## src/pkg/rpdg_cfg.svh

```systemverilog
// Constants for the run permit and direction gate: register map, codes, resets.
// Assumes inclusion by bare name from design files and the package.
`ifndef RPDG_CFG_SVH
`define RPDG_CFG_SVH

// ----------------------------------------------------------------------------
// Register byte offsets
// ----------------------------------------------------------------------------
`define RPDG_OFS_DIR_LIMIT    8'h00
`define RPDG_OFS_REV_GUARD    8'h04
`define RPDG_OFS_CTRL_METHOD  8'h08
`define RPDG_OFS_FREQ_CEIL    8'h0c
`define RPDG_OFS_FREQ_FLOOR   8'h10
`define RPDG_OFS_STATUS       8'h14
`define RPDG_OFS_IRQ_STAT     8'h18
`define RPDG_OFS_IRQ_MASK     8'h1c
`define RPDG_OFS_TERM_BASE    8'h20
`define RPDG_WORD_SHIFT       2

// ----------------------------------------------------------------------------
// Setting codes
// ----------------------------------------------------------------------------
`define RPDG_DIR_NONE         8'h00
`define RPDG_DIR_FWD_ONLY     8'h01
`define RPDG_DIR_REV_ONLY     8'h02
`define RPDG_GUARD_OFF        8'h00
`define RPDG_GUARD_ON         8'h01
`define RPDG_CM_VF_CT         8'h00
`define RPDG_CM_VF_RT         8'h01
`define RPDG_CM_VF_FREE       8'h02
`define RPDG_CM_VF_ATB        8'h03
`define RPDG_CM_IM_SLV        8'h08
`define RPDG_CM_SM_SLV        8'h0b
`define RPDG_FN_RUN_PERMIT    8'h65
`define RPDG_FN_NONE          8'h00

// ----------------------------------------------------------------------------
// Reset values
// ----------------------------------------------------------------------------
`define RPDG_RST_DIR_LIMIT    8'h00
`define RPDG_RST_REV_GUARD    8'h01
`define RPDG_RST_CTRL_METHOD  8'h00
`define RPDG_RST_FREQ         16'h0000
`define RPDG_RST_IRQ          4'h0

// ----------------------------------------------------------------------------
// Interrupt bit positions
// ----------------------------------------------------------------------------
`define RPDG_IRQ_DIR_BLOCK    0
`define RPDG_IRQ_PERMIT_BLOCK 1
`define RPDG_IRQ_GUARD_CLAMP  2
`define RPDG_IRQ_FREQ_LIMIT   3
`define RPDG_IRQ_W            4

`endif

```

## src/pkg/rpdg_pkg.sv

```systemverilog
// Types shared by the run permit and direction gate.
// Assumes rpdg_cfg.svh is on the include path.
`include "rpdg_cfg.svh"
package rpdg_pkg;

    // ------------------------------------------------------------------------
    // Decoded control method
    // ------------------------------------------------------------------------
    typedef enum logic [2:0] {
        RPDG_MODE_VF_CT,
        RPDG_MODE_VF_RT,
        RPDG_MODE_VF_FREE,
        RPDG_MODE_VF_ATB,
        RPDG_MODE_IM_SLV,
        RPDG_MODE_SM_SLV
    } rpdg_mode_e;

    // ------------------------------------------------------------------------
    // Bus slave states
    // ------------------------------------------------------------------------
    typedef enum logic [1:0] {
        RPDG_BUS_IDLE,
        RPDG_BUS_WRITE,
        RPDG_BUS_RD_WAIT,
        RPDG_BUS_RD_DONE
    } rpdg_bus_e;

endpackage

```

## src/hw/rpdg_ahb_slave.sv

```systemverilog
// AHB-Lite slave front end for the gate registers.
// Assumes single word transfers; register file answers reads combinationally.
`timescale 1ns/1ps
`include "rpdg_cfg.svh"
module rpdg_ahb_slave #(
    parameter int ADDR_W = 8
) (
    // Clock and reset
    input  wire logic              core_clk,
    input  wire logic              rst,
    // AHB-Lite
    input  wire logic              hsel,
    input  wire logic [31:0]       haddr,
    input  wire logic [1:0]        htrans,
    input  wire logic              hwrite,
    input  wire logic [2:0]        hsize,
    input  wire logic [31:0]       hwdata,
    input  wire logic              hready,
    output logic                   hreadyout,
    output logic                   hresp,
    output logic [31:0]            hrdata,
    // Register file side
    output logic                   reg_wr,
    output logic [ADDR_W-1:0]      reg_addr,
    output logic [31:0]            reg_wdata,
    input  wire logic [31:0]       reg_rdata
);

    if (ADDR_W < 6 || ADDR_W > 32) begin : g_addr_w_chk
        $error("rpdg_ahb_slave: ADDR_W out of range");
    end

    typedef struct packed {
        rpdg_pkg::rpdg_bus_e st;
        logic [ADDR_W-1:0]   addr;
        logic [31:0]         rdata;
    } rpdg_bus_s;

    rpdg_bus_s r;
    rpdg_bus_s nxt;
    logic      take;

    // ------------------------------------------------------------------------
    // Data phase control
    // ------------------------------------------------------------------------
    // Reads take one wait state so hrdata comes from a flop and never sees a
    // write still landing in the same cycle.
    assign hreadyout = (r.st != rpdg_pkg::RPDG_BUS_RD_WAIT);
    assign hresp     = 1'b0;
    assign hrdata    = r.rdata;
    assign reg_wr    = (r.st == rpdg_pkg::RPDG_BUS_WRITE);
    assign reg_addr  = r.addr;
    assign reg_wdata = hwdata;
    assign take      = hsel & htrans[1] & hready;

    always_comb begin
        nxt = r;
        if (r.st == rpdg_pkg::RPDG_BUS_RD_WAIT) begin
            nxt.rdata = reg_rdata;
            nxt.st    = rpdg_pkg::RPDG_BUS_RD_DONE;
        end else if (take) begin
            nxt.addr = haddr[ADDR_W-1:0];
            nxt.st   = hwrite ? rpdg_pkg::RPDG_BUS_WRITE : rpdg_pkg::RPDG_BUS_RD_WAIT;
        end else begin
            nxt.st = rpdg_pkg::RPDG_BUS_IDLE;
        end
    end

    always_ff @(posedge core_clk or posedge rst) begin
        if (rst) begin
            r <= '0;
        end else begin
            r <= nxt;
        end
    end

    logic unused_ok;
    assign unused_ok = ^{hsize, haddr[31:ADDR_W]};

endmodule

```

## src/hw/rpdg_gate.sv

```systemverilog
// Run permit and direction gate: decides whether a RUN request takes effect.
// Assumes commands synchronous to core_clk; settings written over AHB-Lite.
//
// The implementer's own choices: register access over AHB-Lite and the placing of the registers.
`timescale 1ns/1ps
`include "rpdg_cfg.svh"
module rpdg_gate #(
    parameter int FREQ_W = 16,
    parameter int N_TERM = 8
) (
    // Clock and reset
    input  wire logic                     core_clk,
    input  wire logic                     rst,
    // AHB-Lite
    input  wire logic                     hsel,
    input  wire logic [31:0]              haddr,
    input  wire logic [1:0]               htrans,
    input  wire logic                     hwrite,
    input  wire logic [2:0]               hsize,
    input  wire logic [31:0]              hwdata,
    input  wire logic                     hready,
    output logic                          hreadyout,
    output logic                          hresp,
    output logic [31:0]                   hrdata,
    // Run commands and terminals
    input  wire logic                     run_fwd,
    input  wire logic                     run_rev,
    input  wire logic signed [FREQ_W-1:0] freq_cmd,
    input  wire logic [N_TERM-1:0]        term_in,
    // Control calculation output
    input  wire logic signed [FREQ_W-1:0] ctl_freq,
    // Drive outputs
    output logic                          run_active,
    output logic                          run_dir_rev,
    output logic [FREQ_W-1:0]             freq_ref,
    output logic signed [FREQ_W-1:0]      out_freq,
    output rpdg_pkg::rpdg_mode_e          ctrl_mode,
    output logic                          irq
);

    localparam int ADDR_W = 8;

    if (FREQ_W < 2 || FREQ_W > 16) begin : g_freq_w_chk
        $error("rpdg_gate: FREQ_W must be 2..16");
    end
    if (N_TERM < 1 || N_TERM > 16) begin : g_n_term_chk
        $error("rpdg_gate: N_TERM must be 1..16");
    end

    // ------------------------------------------------------------------------
    // State
    // ------------------------------------------------------------------------
    typedef struct packed {
        logic [7:0]                   dir_limit;
        logic [7:0]                   rev_guard;
        logic [7:0]                   ctrl_method;
        logic [N_TERM-1:0][7:0]       term_fn;
        logic [FREQ_W-1:0]            freq_ceil;
        logic [FREQ_W-1:0]            freq_floor;
        logic [`RPDG_IRQ_W-1:0]       irq_stat;
        logic [`RPDG_IRQ_W-1:0]       irq_mask;
        logic [`RPDG_IRQ_W-1:0]       cond_prev;
        logic                         run_active;
        logic                         run_dir_rev;
        logic [FREQ_W-1:0]            freq_ref;
        logic signed [FREQ_W-1:0]     out_freq;
    } rpdg_state_s;

    rpdg_state_s r;
    rpdg_state_s nxt;

    logic              reg_wr;
    logic [ADDR_W-1:0] reg_addr;
    logic [31:0]       reg_wdata;
    logic [31:0]       reg_rdata;

    // ------------------------------------------------------------------------
    // Bus front end
    // ------------------------------------------------------------------------
    rpdg_ahb_slave #(
        .ADDR_W (ADDR_W)
    ) u_bus (
        .core_clk  (core_clk),
        .rst       (rst),
        .hsel      (hsel),
        .haddr     (haddr),
        .htrans    (htrans),
        .hwrite    (hwrite),
        .hsize     (hsize),
        .hwdata    (hwdata),
        .hready    (hready),
        .hreadyout (hreadyout),
        .hresp     (hresp),
        .hrdata    (hrdata),
        .reg_wr    (reg_wr),
        .reg_addr  (reg_addr),
        .reg_wdata (reg_wdata),
        .reg_rdata (reg_rdata)
    );

    // ------------------------------------------------------------------------
    // Helpers
    // ------------------------------------------------------------------------
    function automatic logic [FREQ_W-1:0] magnitude(input logic signed [FREQ_W-1:0] v);
        magnitude = v[FREQ_W-1] ? FREQ_W'(-v) : FREQ_W'(v);
    endfunction

    function automatic logic [FREQ_W-1:0] clamp(input logic [FREQ_W-1:0] v,
                                                 input logic [FREQ_W-1:0] lo,
                                                 input logic [FREQ_W-1:0] hi);
        if (v > hi) begin
            clamp = hi;
        end else if (v < lo) begin
            clamp = lo;
        end else begin
            clamp = v;
        end
    endfunction

    // True when the address falls on terminal selector slot idx
    function automatic logic is_term(input logic [ADDR_W-1:0] a, input int idx);
        is_term = (a == ADDR_W'(`RPDG_OFS_TERM_BASE + (idx << `RPDG_WORD_SHIFT)));
    endfunction

    // ------------------------------------------------------------------------
    // Method decode
    // ------------------------------------------------------------------------
    rpdg_pkg::rpdg_mode_e mode;
    logic                 mode_known;

    always_comb begin
        mode_known = 1'b1;
        case (r.ctrl_method)
            `RPDG_CM_VF_CT:   mode = rpdg_pkg::RPDG_MODE_VF_CT;
            `RPDG_CM_VF_RT:   mode = rpdg_pkg::RPDG_MODE_VF_RT;
            `RPDG_CM_VF_FREE: mode = rpdg_pkg::RPDG_MODE_VF_FREE;
            `RPDG_CM_VF_ATB:  mode = rpdg_pkg::RPDG_MODE_VF_ATB;
            `RPDG_CM_IM_SLV:  mode = rpdg_pkg::RPDG_MODE_IM_SLV;
            `RPDG_CM_SM_SLV:  mode = rpdg_pkg::RPDG_MODE_SM_SLV;
            default: begin
                // Unknown codes fall back to the safest plain V/f curve
                mode       = rpdg_pkg::RPDG_MODE_VF_CT;
                mode_known = 1'b0;
            end
        endcase
    end

    // ------------------------------------------------------------------------
    // Run decision
    // ------------------------------------------------------------------------
    logic              req_any;
    logic              req_rev;
    logic              dir_block;
    logic [N_TERM-1:0] permit_sel;
    logic              permit_assigned;
    logic              permit_ok;
    logic              run_ok;
    logic              guard_on;
    logic              guard_clamp;
    logic [FREQ_W-1:0] freq_mag;
    logic              freq_limited;

    always_comb begin
        for (int i = 0; i < N_TERM; i++) begin
            permit_sel[i] = (r.term_fn[i] == `RPDG_FN_RUN_PERMIT);
        end
    end

    // Both run inputs at once is treated as no request
    assign req_any = run_fwd ^ run_rev;
    assign req_rev = run_rev | (run_fwd & freq_cmd[FREQ_W-1]);
    // Limit looks only at the command, never at ctl_freq
    assign dir_block = req_any &
                       (((r.dir_limit == `RPDG_DIR_FWD_ONLY) & req_rev) |
                        ((r.dir_limit == `RPDG_DIR_REV_ONLY) & ~req_rev));
    assign permit_assigned = |permit_sel;
    // Several assigned terminals must all be on
    assign permit_ok = ~permit_assigned | (&(~permit_sel | term_in));
    assign run_ok    = req_any & ~dir_block & permit_ok;
    assign guard_on  = (r.rev_guard == `RPDG_GUARD_ON) &
                       (mode == rpdg_pkg::RPDG_MODE_IM_SLV) & mode_known;
    assign guard_clamp = guard_on & run_ok & (ctl_freq != '0) &
                         (ctl_freq[FREQ_W-1] != req_rev);
    assign freq_mag     = magnitude(freq_cmd);
    assign freq_limited = run_ok & ((freq_mag > r.freq_ceil) | (freq_mag < r.freq_floor));

    // ------------------------------------------------------------------------
    // Register read mux
    // ------------------------------------------------------------------------
    always_comb begin
        reg_rdata = 32'h0000_0000;
        if (reg_addr == `RPDG_OFS_DIR_LIMIT) begin
            reg_rdata[7:0] = r.dir_limit;
        end else if (reg_addr == `RPDG_OFS_REV_GUARD) begin
            reg_rdata[7:0] = r.rev_guard;
        end else if (reg_addr == `RPDG_OFS_CTRL_METHOD) begin
            reg_rdata[7:0] = r.ctrl_method;
        end else if (reg_addr == `RPDG_OFS_FREQ_CEIL) begin
            reg_rdata[FREQ_W-1:0] = r.freq_ceil;
        end else if (reg_addr == `RPDG_OFS_FREQ_FLOOR) begin
            reg_rdata[FREQ_W-1:0] = r.freq_floor;
        end else if (reg_addr == `RPDG_OFS_STATUS) begin
            reg_rdata[7:0] = {mode_known, guard_on, permit_ok, permit_assigned,
                              dir_block, req_rev, r.run_dir_rev, r.run_active};
        end else if (reg_addr == `RPDG_OFS_IRQ_STAT) begin
            reg_rdata[`RPDG_IRQ_W-1:0] = r.irq_stat;
        end else if (reg_addr == `RPDG_OFS_IRQ_MASK) begin
            reg_rdata[`RPDG_IRQ_W-1:0] = r.irq_mask;
        end else begin
            for (int i = 0; i < N_TERM; i++) begin
                if (is_term(reg_addr, i)) begin
                    reg_rdata[7:0] = r.term_fn[i];
                end
            end
        end
    end

    // ------------------------------------------------------------------------
    // Next state
    // ------------------------------------------------------------------------
    logic [`RPDG_IRQ_W-1:0] cond;
    logic [`RPDG_IRQ_W-1:0] evt;

    always_comb begin
        nxt = r;
        cond = '0;
        cond[`RPDG_IRQ_DIR_BLOCK]    = dir_block;
        cond[`RPDG_IRQ_PERMIT_BLOCK] = req_any & ~permit_ok;
        cond[`RPDG_IRQ_GUARD_CLAMP]  = guard_clamp;
        cond[`RPDG_IRQ_FREQ_LIMIT]   = freq_limited;
        evt = cond & ~r.cond_prev;
        nxt.cond_prev = cond;

        if (reg_wr) begin
            if (reg_addr == `RPDG_OFS_DIR_LIMIT) begin
                nxt.dir_limit = reg_wdata[7:0];
            end else if (reg_addr == `RPDG_OFS_REV_GUARD) begin
                nxt.rev_guard = reg_wdata[7:0];
            end else if (reg_addr == `RPDG_OFS_CTRL_METHOD) begin
                nxt.ctrl_method = reg_wdata[7:0];
            end else if (reg_addr == `RPDG_OFS_FREQ_CEIL) begin
                nxt.freq_ceil = reg_wdata[FREQ_W-1:0];
            end else if (reg_addr == `RPDG_OFS_FREQ_FLOOR) begin
                nxt.freq_floor = reg_wdata[FREQ_W-1:0];
            end else if (reg_addr == `RPDG_OFS_IRQ_STAT) begin
                nxt.irq_stat = r.irq_stat & ~reg_wdata[`RPDG_IRQ_W-1:0];
            end else if (reg_addr == `RPDG_OFS_IRQ_MASK) begin
                nxt.irq_mask = reg_wdata[`RPDG_IRQ_W-1:0];
            end else begin
                for (int i = 0; i < N_TERM; i++) begin
                    if (is_term(reg_addr, i)) begin
                        nxt.term_fn[i] = reg_wdata[7:0];
                    end
                end
            end
        end
        // Set after clear so a same-cycle event is never lost
        nxt.irq_stat = nxt.irq_stat | evt;

        // Blocked or absent request forces a stopped output
        nxt.run_active  = run_ok;
        nxt.run_dir_rev = run_ok & req_rev;
        if (run_ok) begin
            nxt.freq_ref = clamp(freq_mag, r.freq_floor, r.freq_ceil);
            nxt.out_freq = guard_clamp ? '0 : ctl_freq;
        end else begin
            nxt.freq_ref = '0;
            nxt.out_freq = '0;
        end
    end

    // ------------------------------------------------------------------------
    // Registers
    // ------------------------------------------------------------------------
    always_ff @(posedge core_clk or posedge rst) begin
        if (rst) begin
            r             <= '0;
            r.dir_limit   <= `RPDG_RST_DIR_LIMIT;
            r.rev_guard   <= `RPDG_RST_REV_GUARD;
            r.ctrl_method <= `RPDG_RST_CTRL_METHOD;
            r.freq_ceil   <= FREQ_W'(`RPDG_RST_FREQ);
            r.freq_floor  <= FREQ_W'(`RPDG_RST_FREQ);
            r.irq_stat    <= `RPDG_RST_IRQ;
            r.irq_mask    <= `RPDG_RST_IRQ;
        end else begin
            r <= nxt;
        end
    end

    // ------------------------------------------------------------------------
    // Outputs
    // ------------------------------------------------------------------------
    assign run_active  = r.run_active;
    assign run_dir_rev = r.run_dir_rev;
    assign freq_ref    = r.freq_ref;
    assign out_freq    = r.out_freq;
    assign ctrl_mode   = mode;
    assign irq         = |(r.irq_stat & r.irq_mask);

endmodule

```

## config.mk

```make
export PLATFORM = sky130hd
export DESIGN_NAME = rpdg_gate
export DESIGN_NICKNAME = d
export VERILOG_FILES = /design/src/pkg/rpdg_pkg.sv /design/src/hw/rpdg_ahb_slave.sv /design/src/hw/rpdg_gate.sv
export VERILOG_INCLUDE_DIRS = /design/src /design/src/pkg
export SDC_FILE = /design/constraint.sdc
export NUM_CORES = 1
export LEC_CHECK = 0
export ABC_AREA = 1
export BUFFER_PORTS_ARGS = -buffer_cell sky130_fd_sc_hd__buf_4
export CAP_MARGIN = 25
export CORE_AREA = 2 2 162 148
export CTS_CLUSTER_DIAMETER = 150
export CTS_CLUSTER_SIZE = 20
export DETAILED_ROUTE_END_ITERATION = 10
export DIE_AREA = 0 0 164 150
export PLACE_DENSITY = 0.76
export SLEW_MARGIN = 0
export SYNTH_ARGS = -nofsm -noshare
export SYNTH_HDL_FRONTEND = slang
export SYNTH_HIERARCHICAL = 1
export SYNTH_SLANG_ARGS = --single-unit
```

## constraint.sdc

```tcl
create_clock -name core_clk -period 5.8 [get_ports core_clk]
set_input_delay 1.16 -clock core_clk [delete_from_list [all_inputs] [get_ports core_clk]]
set_output_delay 1.16 -clock core_clk [all_outputs]
set_load 0.02 [all_outputs]
```

# After elaboration in Yosys (flattened, before gate mapping)
# Cells that the tools add are included.
dict set report totals {
  latch_bits 0
  word_cells 166
  ramBits 0
  mem_count 0
  rom_bits 0
  reg_bits 192
  input_bits 116
}
dict set report op_classes {
  bitwise_logic 41
  n_mul 0
  shifts 0
  eq_ne 36
  mux 41
  add_sub_neg 1
  n_div 0
  reduce_logical 22
  n_lt_le_gt_ge 2
}
# operator count
set ops {}
lappend ops {{two-way mux 8 bit} 23}
lappend ops {{two-way mux 16 bit} 5}
lappend ops {{AND reduction 9 bit} 8}
lappend ops {{equality test 8 x 6 -> 1 bit, second input constant} 8}
lappend ops {{equality test 8 x 7 -> 1 bit, second input constant} 8}
lappend ops {{equality test 8 x 4 -> 1 bit, second input constant} 4}
lappend ops {{equality test 8 x 5 -> 1 bit, second input constant} 4}
lappend ops {{two-way mux 32 bit} 1}
lappend ops {{two-way mux 4 bit} 7}
lappend ops {{equality test 8 x 1 -> 1 bit, second input constant} 3}
lappend ops {{equality test 8 x 2 -> 1 bit, second input constant} 3}
lappend ops {{AND 1 bit} 16}
lappend ops {{greater-than comparator 16 bit} 1}
lappend ops {{zero test 8 bit} 2}
lappend ops {{less-than comparator 16 bit} 1}
lappend ops {{negation 16 bit} 1}
lappend ops {{AND reduction 8 bit} 2}
lappend ops {{nonzero test 16 bit} 1}
lappend ops {{one-hot mux 3 bit (5 select lines)} 1}
lappend ops {{AND 4 bit} 3}
lappend ops {{NOT 1 bit} 12}
lappend ops {{equality test 8 x 3 -> 1 bit, second input constant} 1}
lappend ops {{NOT 4 bit} 2}
lappend ops {{NOT 8 bit} 1}
lappend ops {{other kinds (19)} 25}

# Depth between registers and ports, before layout
dict set report depth {
  depth_word 17
  mapped_depth 20
  ltp_nobuf 19
}

# Hierarchy
# Netlist, hierarchy kept.
# module seq_area_each_um2 instances cells_per_inst area_per_inst_um2
set by_module_without_submodules {}
lappend by_module_without_submodules {rpdg_gate 4155.2 1 1237 9471.6}
lappend by_module_without_submodules {rpdg_ahb_slave 1051.0 1 259 2284.7}

# Least setup slack after synthesis
# OpenSTA, ideal clock, no wires.
dict set report synth_timing {
  path_kind {input-to-reg}
  from {input port freq_cmd[0]}
  to {register r (netlist bit freq_ref[10])}
  required_time_ns 5.686
  stages 20
  arrival_time_ns 3.943
  slack_ns 1.742
  n_path_buf 1
  setup_ns 0.114
  path_cell_list {inv_1 ha_1 inv_1 nor3_1 nand3b_1 o21ai_0 o21ai_0 xor2_1 ha_1 nand2_1 inv_1 nand3_1 inv_1 a21oi_1 nand2_1 clkbuf_1 nor2_1 o21ai_0 nand3_1 inv_1}
}
# element line
set synth_lines {}
lappend synth_lines {{start: declaration} rpdg_gate.sv:28} ;# input wire logic signed [FREQ_W-1:0] freq_cmd,
lappend synth_lines {{end signal: assignment} rpdg_gate.sv:286} ;# r <= nxt;
lappend synth_lines {{end: declaration} rpdg_gate.sv:69} ;# rpdg_state_s r;

==> results.md <==
* Synth Instances at 1480
* Crit path max fanout at 18
* Setup Skew at 0.0242 ns
* Initial Util at 50.6%
* F_max at 0.225 GHz
* Leak at 6.83 nW
* Gr usage total at 23.7%
* Post-CTS Resized at 0
* Crit Path Class: in -> reg
* Dpl cell area at 0.0123 mm^2
* Hold-fix buffers, CTS at 0
* Seq pwr share at 43.6%
* Hold Startpoint: r[36]
* Clock share of power at 19.1%
* Yosys warns at 6
* First-pass GRT wire length at 46.3 mm
* Grt ovf at 0
* DIE AREA at 0.0246 mm^2
* Slew headroom at 31.8%
* Sw frac at 39.6%
* R2R Path Start: r[79]
* Root buf cell: clkbuf_16
* Worst Tran Pin Value at 1.01 ns
* Port bufs at 142
* Clock sinks at 208
* CP endpoint kind: register
* Antenna Nets Post-Route at 0
* Worst Path Required at 6.16 ns
* Post-synthesis instance area at 0.0116 mm^2
* Cell area power density at 403 mW/mm^2
* Crit start category: primary input
* Setup TNS at 0 ns
* Area of the multi-input gates at 0.00491 mm^2
* Pin count of the biggest net entering global routing at 83
* Post CTS Setup Buffer Count at 0
* Die Width at 164 um
* Synth-to-Final Area Change at 8.84%
* Crit path launch: freq_cmd[0]
* Met2 Usage GRT at 35.0%
* RSZ-0062 raised after global routing: no
* Cell Rows at 53
* Clk_lat worst skew at 0.47 ns
* CTS tree: yes
* Critical Path AT at 4.80 ns
* Outcome: complete, no violations
* Drt wl/cell at 15.9 um
* HPWL Detailed at 21.4 mm
* Share of layout cells above drive strength 1 at 13.0%
* Hold Vio Cnt, Final at 0
* Avg Inst Size Synth at 7.86 um^2
* Overall power at 5.10 mW
* Die H at 150 um
* Placer Congestion at 0.934
* Clock tree buffer depth at 3
* Internal power at 3.08 mW
* Final setup viols at 0
* Fin nets at 1668
* Met1 Usage GRT at 36.6%
* GR Layer Usage met3 at 4.35%
* Most common cell after layout, fill and taps aside: nand2_1
* Worst vdd ir at 0.000246 V
* Core Area at 0.0230 mm^2
* Design area at 0.0127 mm^2
* DP Cell Count at 1806
* Fillers at 2170
* Logic pwr share at 37.3%
* Register area at 0.00521 mm^2
* Switch Pwr at 2.02 mW
* Busiest grt layer: met1
* Most frequent cells in the layout: nand2_1, dfrtp_1, inv_1
* Vias at 9855
* Vias per inst at 5.39
* Initial antenna violation count at 0
* Vias in the first global route at 8855
* Final Non-Filler Cells at 1827
* Final period util at 76.6%
* DRT iter0 DRCs at 1051
* Min-Delay Path Class: reg -> reg
* CTS clk-pin slew, worst paths at 0.08 ns
* # IOs at 188
* Drt first pass iters at 6
* Fin. max-slew vios at 0
* TritonCTS Buffers at 14
* Total length of routed wires at 29.1 mm
* CTS H-tree depth at 1
* Fin crit period at 4.44 ns
* Max-cap viol count at 0
* DRC Markers at 0
* ANT cells at 0
-- critical path, cell delays in order --
cell	delay, ns
buf_4	0.13
inv_1	0.11
ha_1	0.17
inv_1	0.05
nor3_1	0.20
nand3b_1	0.14
o21ai_0	0.33
o21ai_0	0.18
xor2_1	0.29
ha_1	0.29
nand2_1	0.07
inv_1	0.04
nand3_1	0.08
nor3_1	0.08
o21ai_2	0.28
nand2_1	0.62
nor2_1	0.25
o21ai_0	0.11
nand3_1	0.15
inv_1	0.07
-- area by class of cell --
cell class	instances	area share (%)
clock buffer	20	3.11
clock inverter	1	0.128
inverter	170	5.08
multi-input combinational	977	38.8
sequential	208	41.1
tap	302	2.98
timing repair buffer	149	8.83
-- through the flow --
| step | hold slack (ns) | util [%] | setup WS (ns) |
|---|---|---|---|
| CTS | 0.437 | 55.0 | 1.45 |
| global route | 0.450 | 55.0 | 0.952 |
| finish | 0.432 | 55.0 | 1.36 |
| detailed placement | 0.426 | 53.3 | 0.956 |
| global placement | 0.410 | 53.3 | 0.990 |
| floorplan | 0.406 | - | 0.152 |
-- power groups by stage --
stage / combinational, mW / clock (mW) / sequential (mW)
floorplan: 1.55 / 0 / 2.14
global placement: 1.85 / 0 / 2.22
detailed placement: 1.89 / 0 / 2.24
CTS: 1.90 / 1.00 / 2.22
global route: 2.14 / 1.05 / 2.27
finish: 1.90 / 0.974 / 2.22
-- path summary, 6_finish.rpt --
path                                 to  slack (ns)  cells past startpoint
setup reg to reg            freq_ref[0]        2.62                     10
hold reg to reg                   r[44]        0.43                      1
max in group asynchronous        r[107]        3.90                      3
min in group asynchronous  freq_ref[11]        0.82                      2
hold / removal                    r[44]        0.43                      1
setup / recovery            freq_ref[3]        1.36                     20
-- state kept, by name, summed over array words and instances, names as in the netlist --
signal,count
run_active,1
u_bus/r,2
run_dir_rev,1
out_freq,16
u_bus/hrdata,32
u_bus/reg_addr,8
freq_ref,16
r,132
-- routing by layer --
metal	wire (um)	vias to the layer above
met5	0	-
met4	509	0
met3	2740	38
met2	12500	404
met1	13300	4633
li1	-	4780
Power figures use the tool's default switching activity.
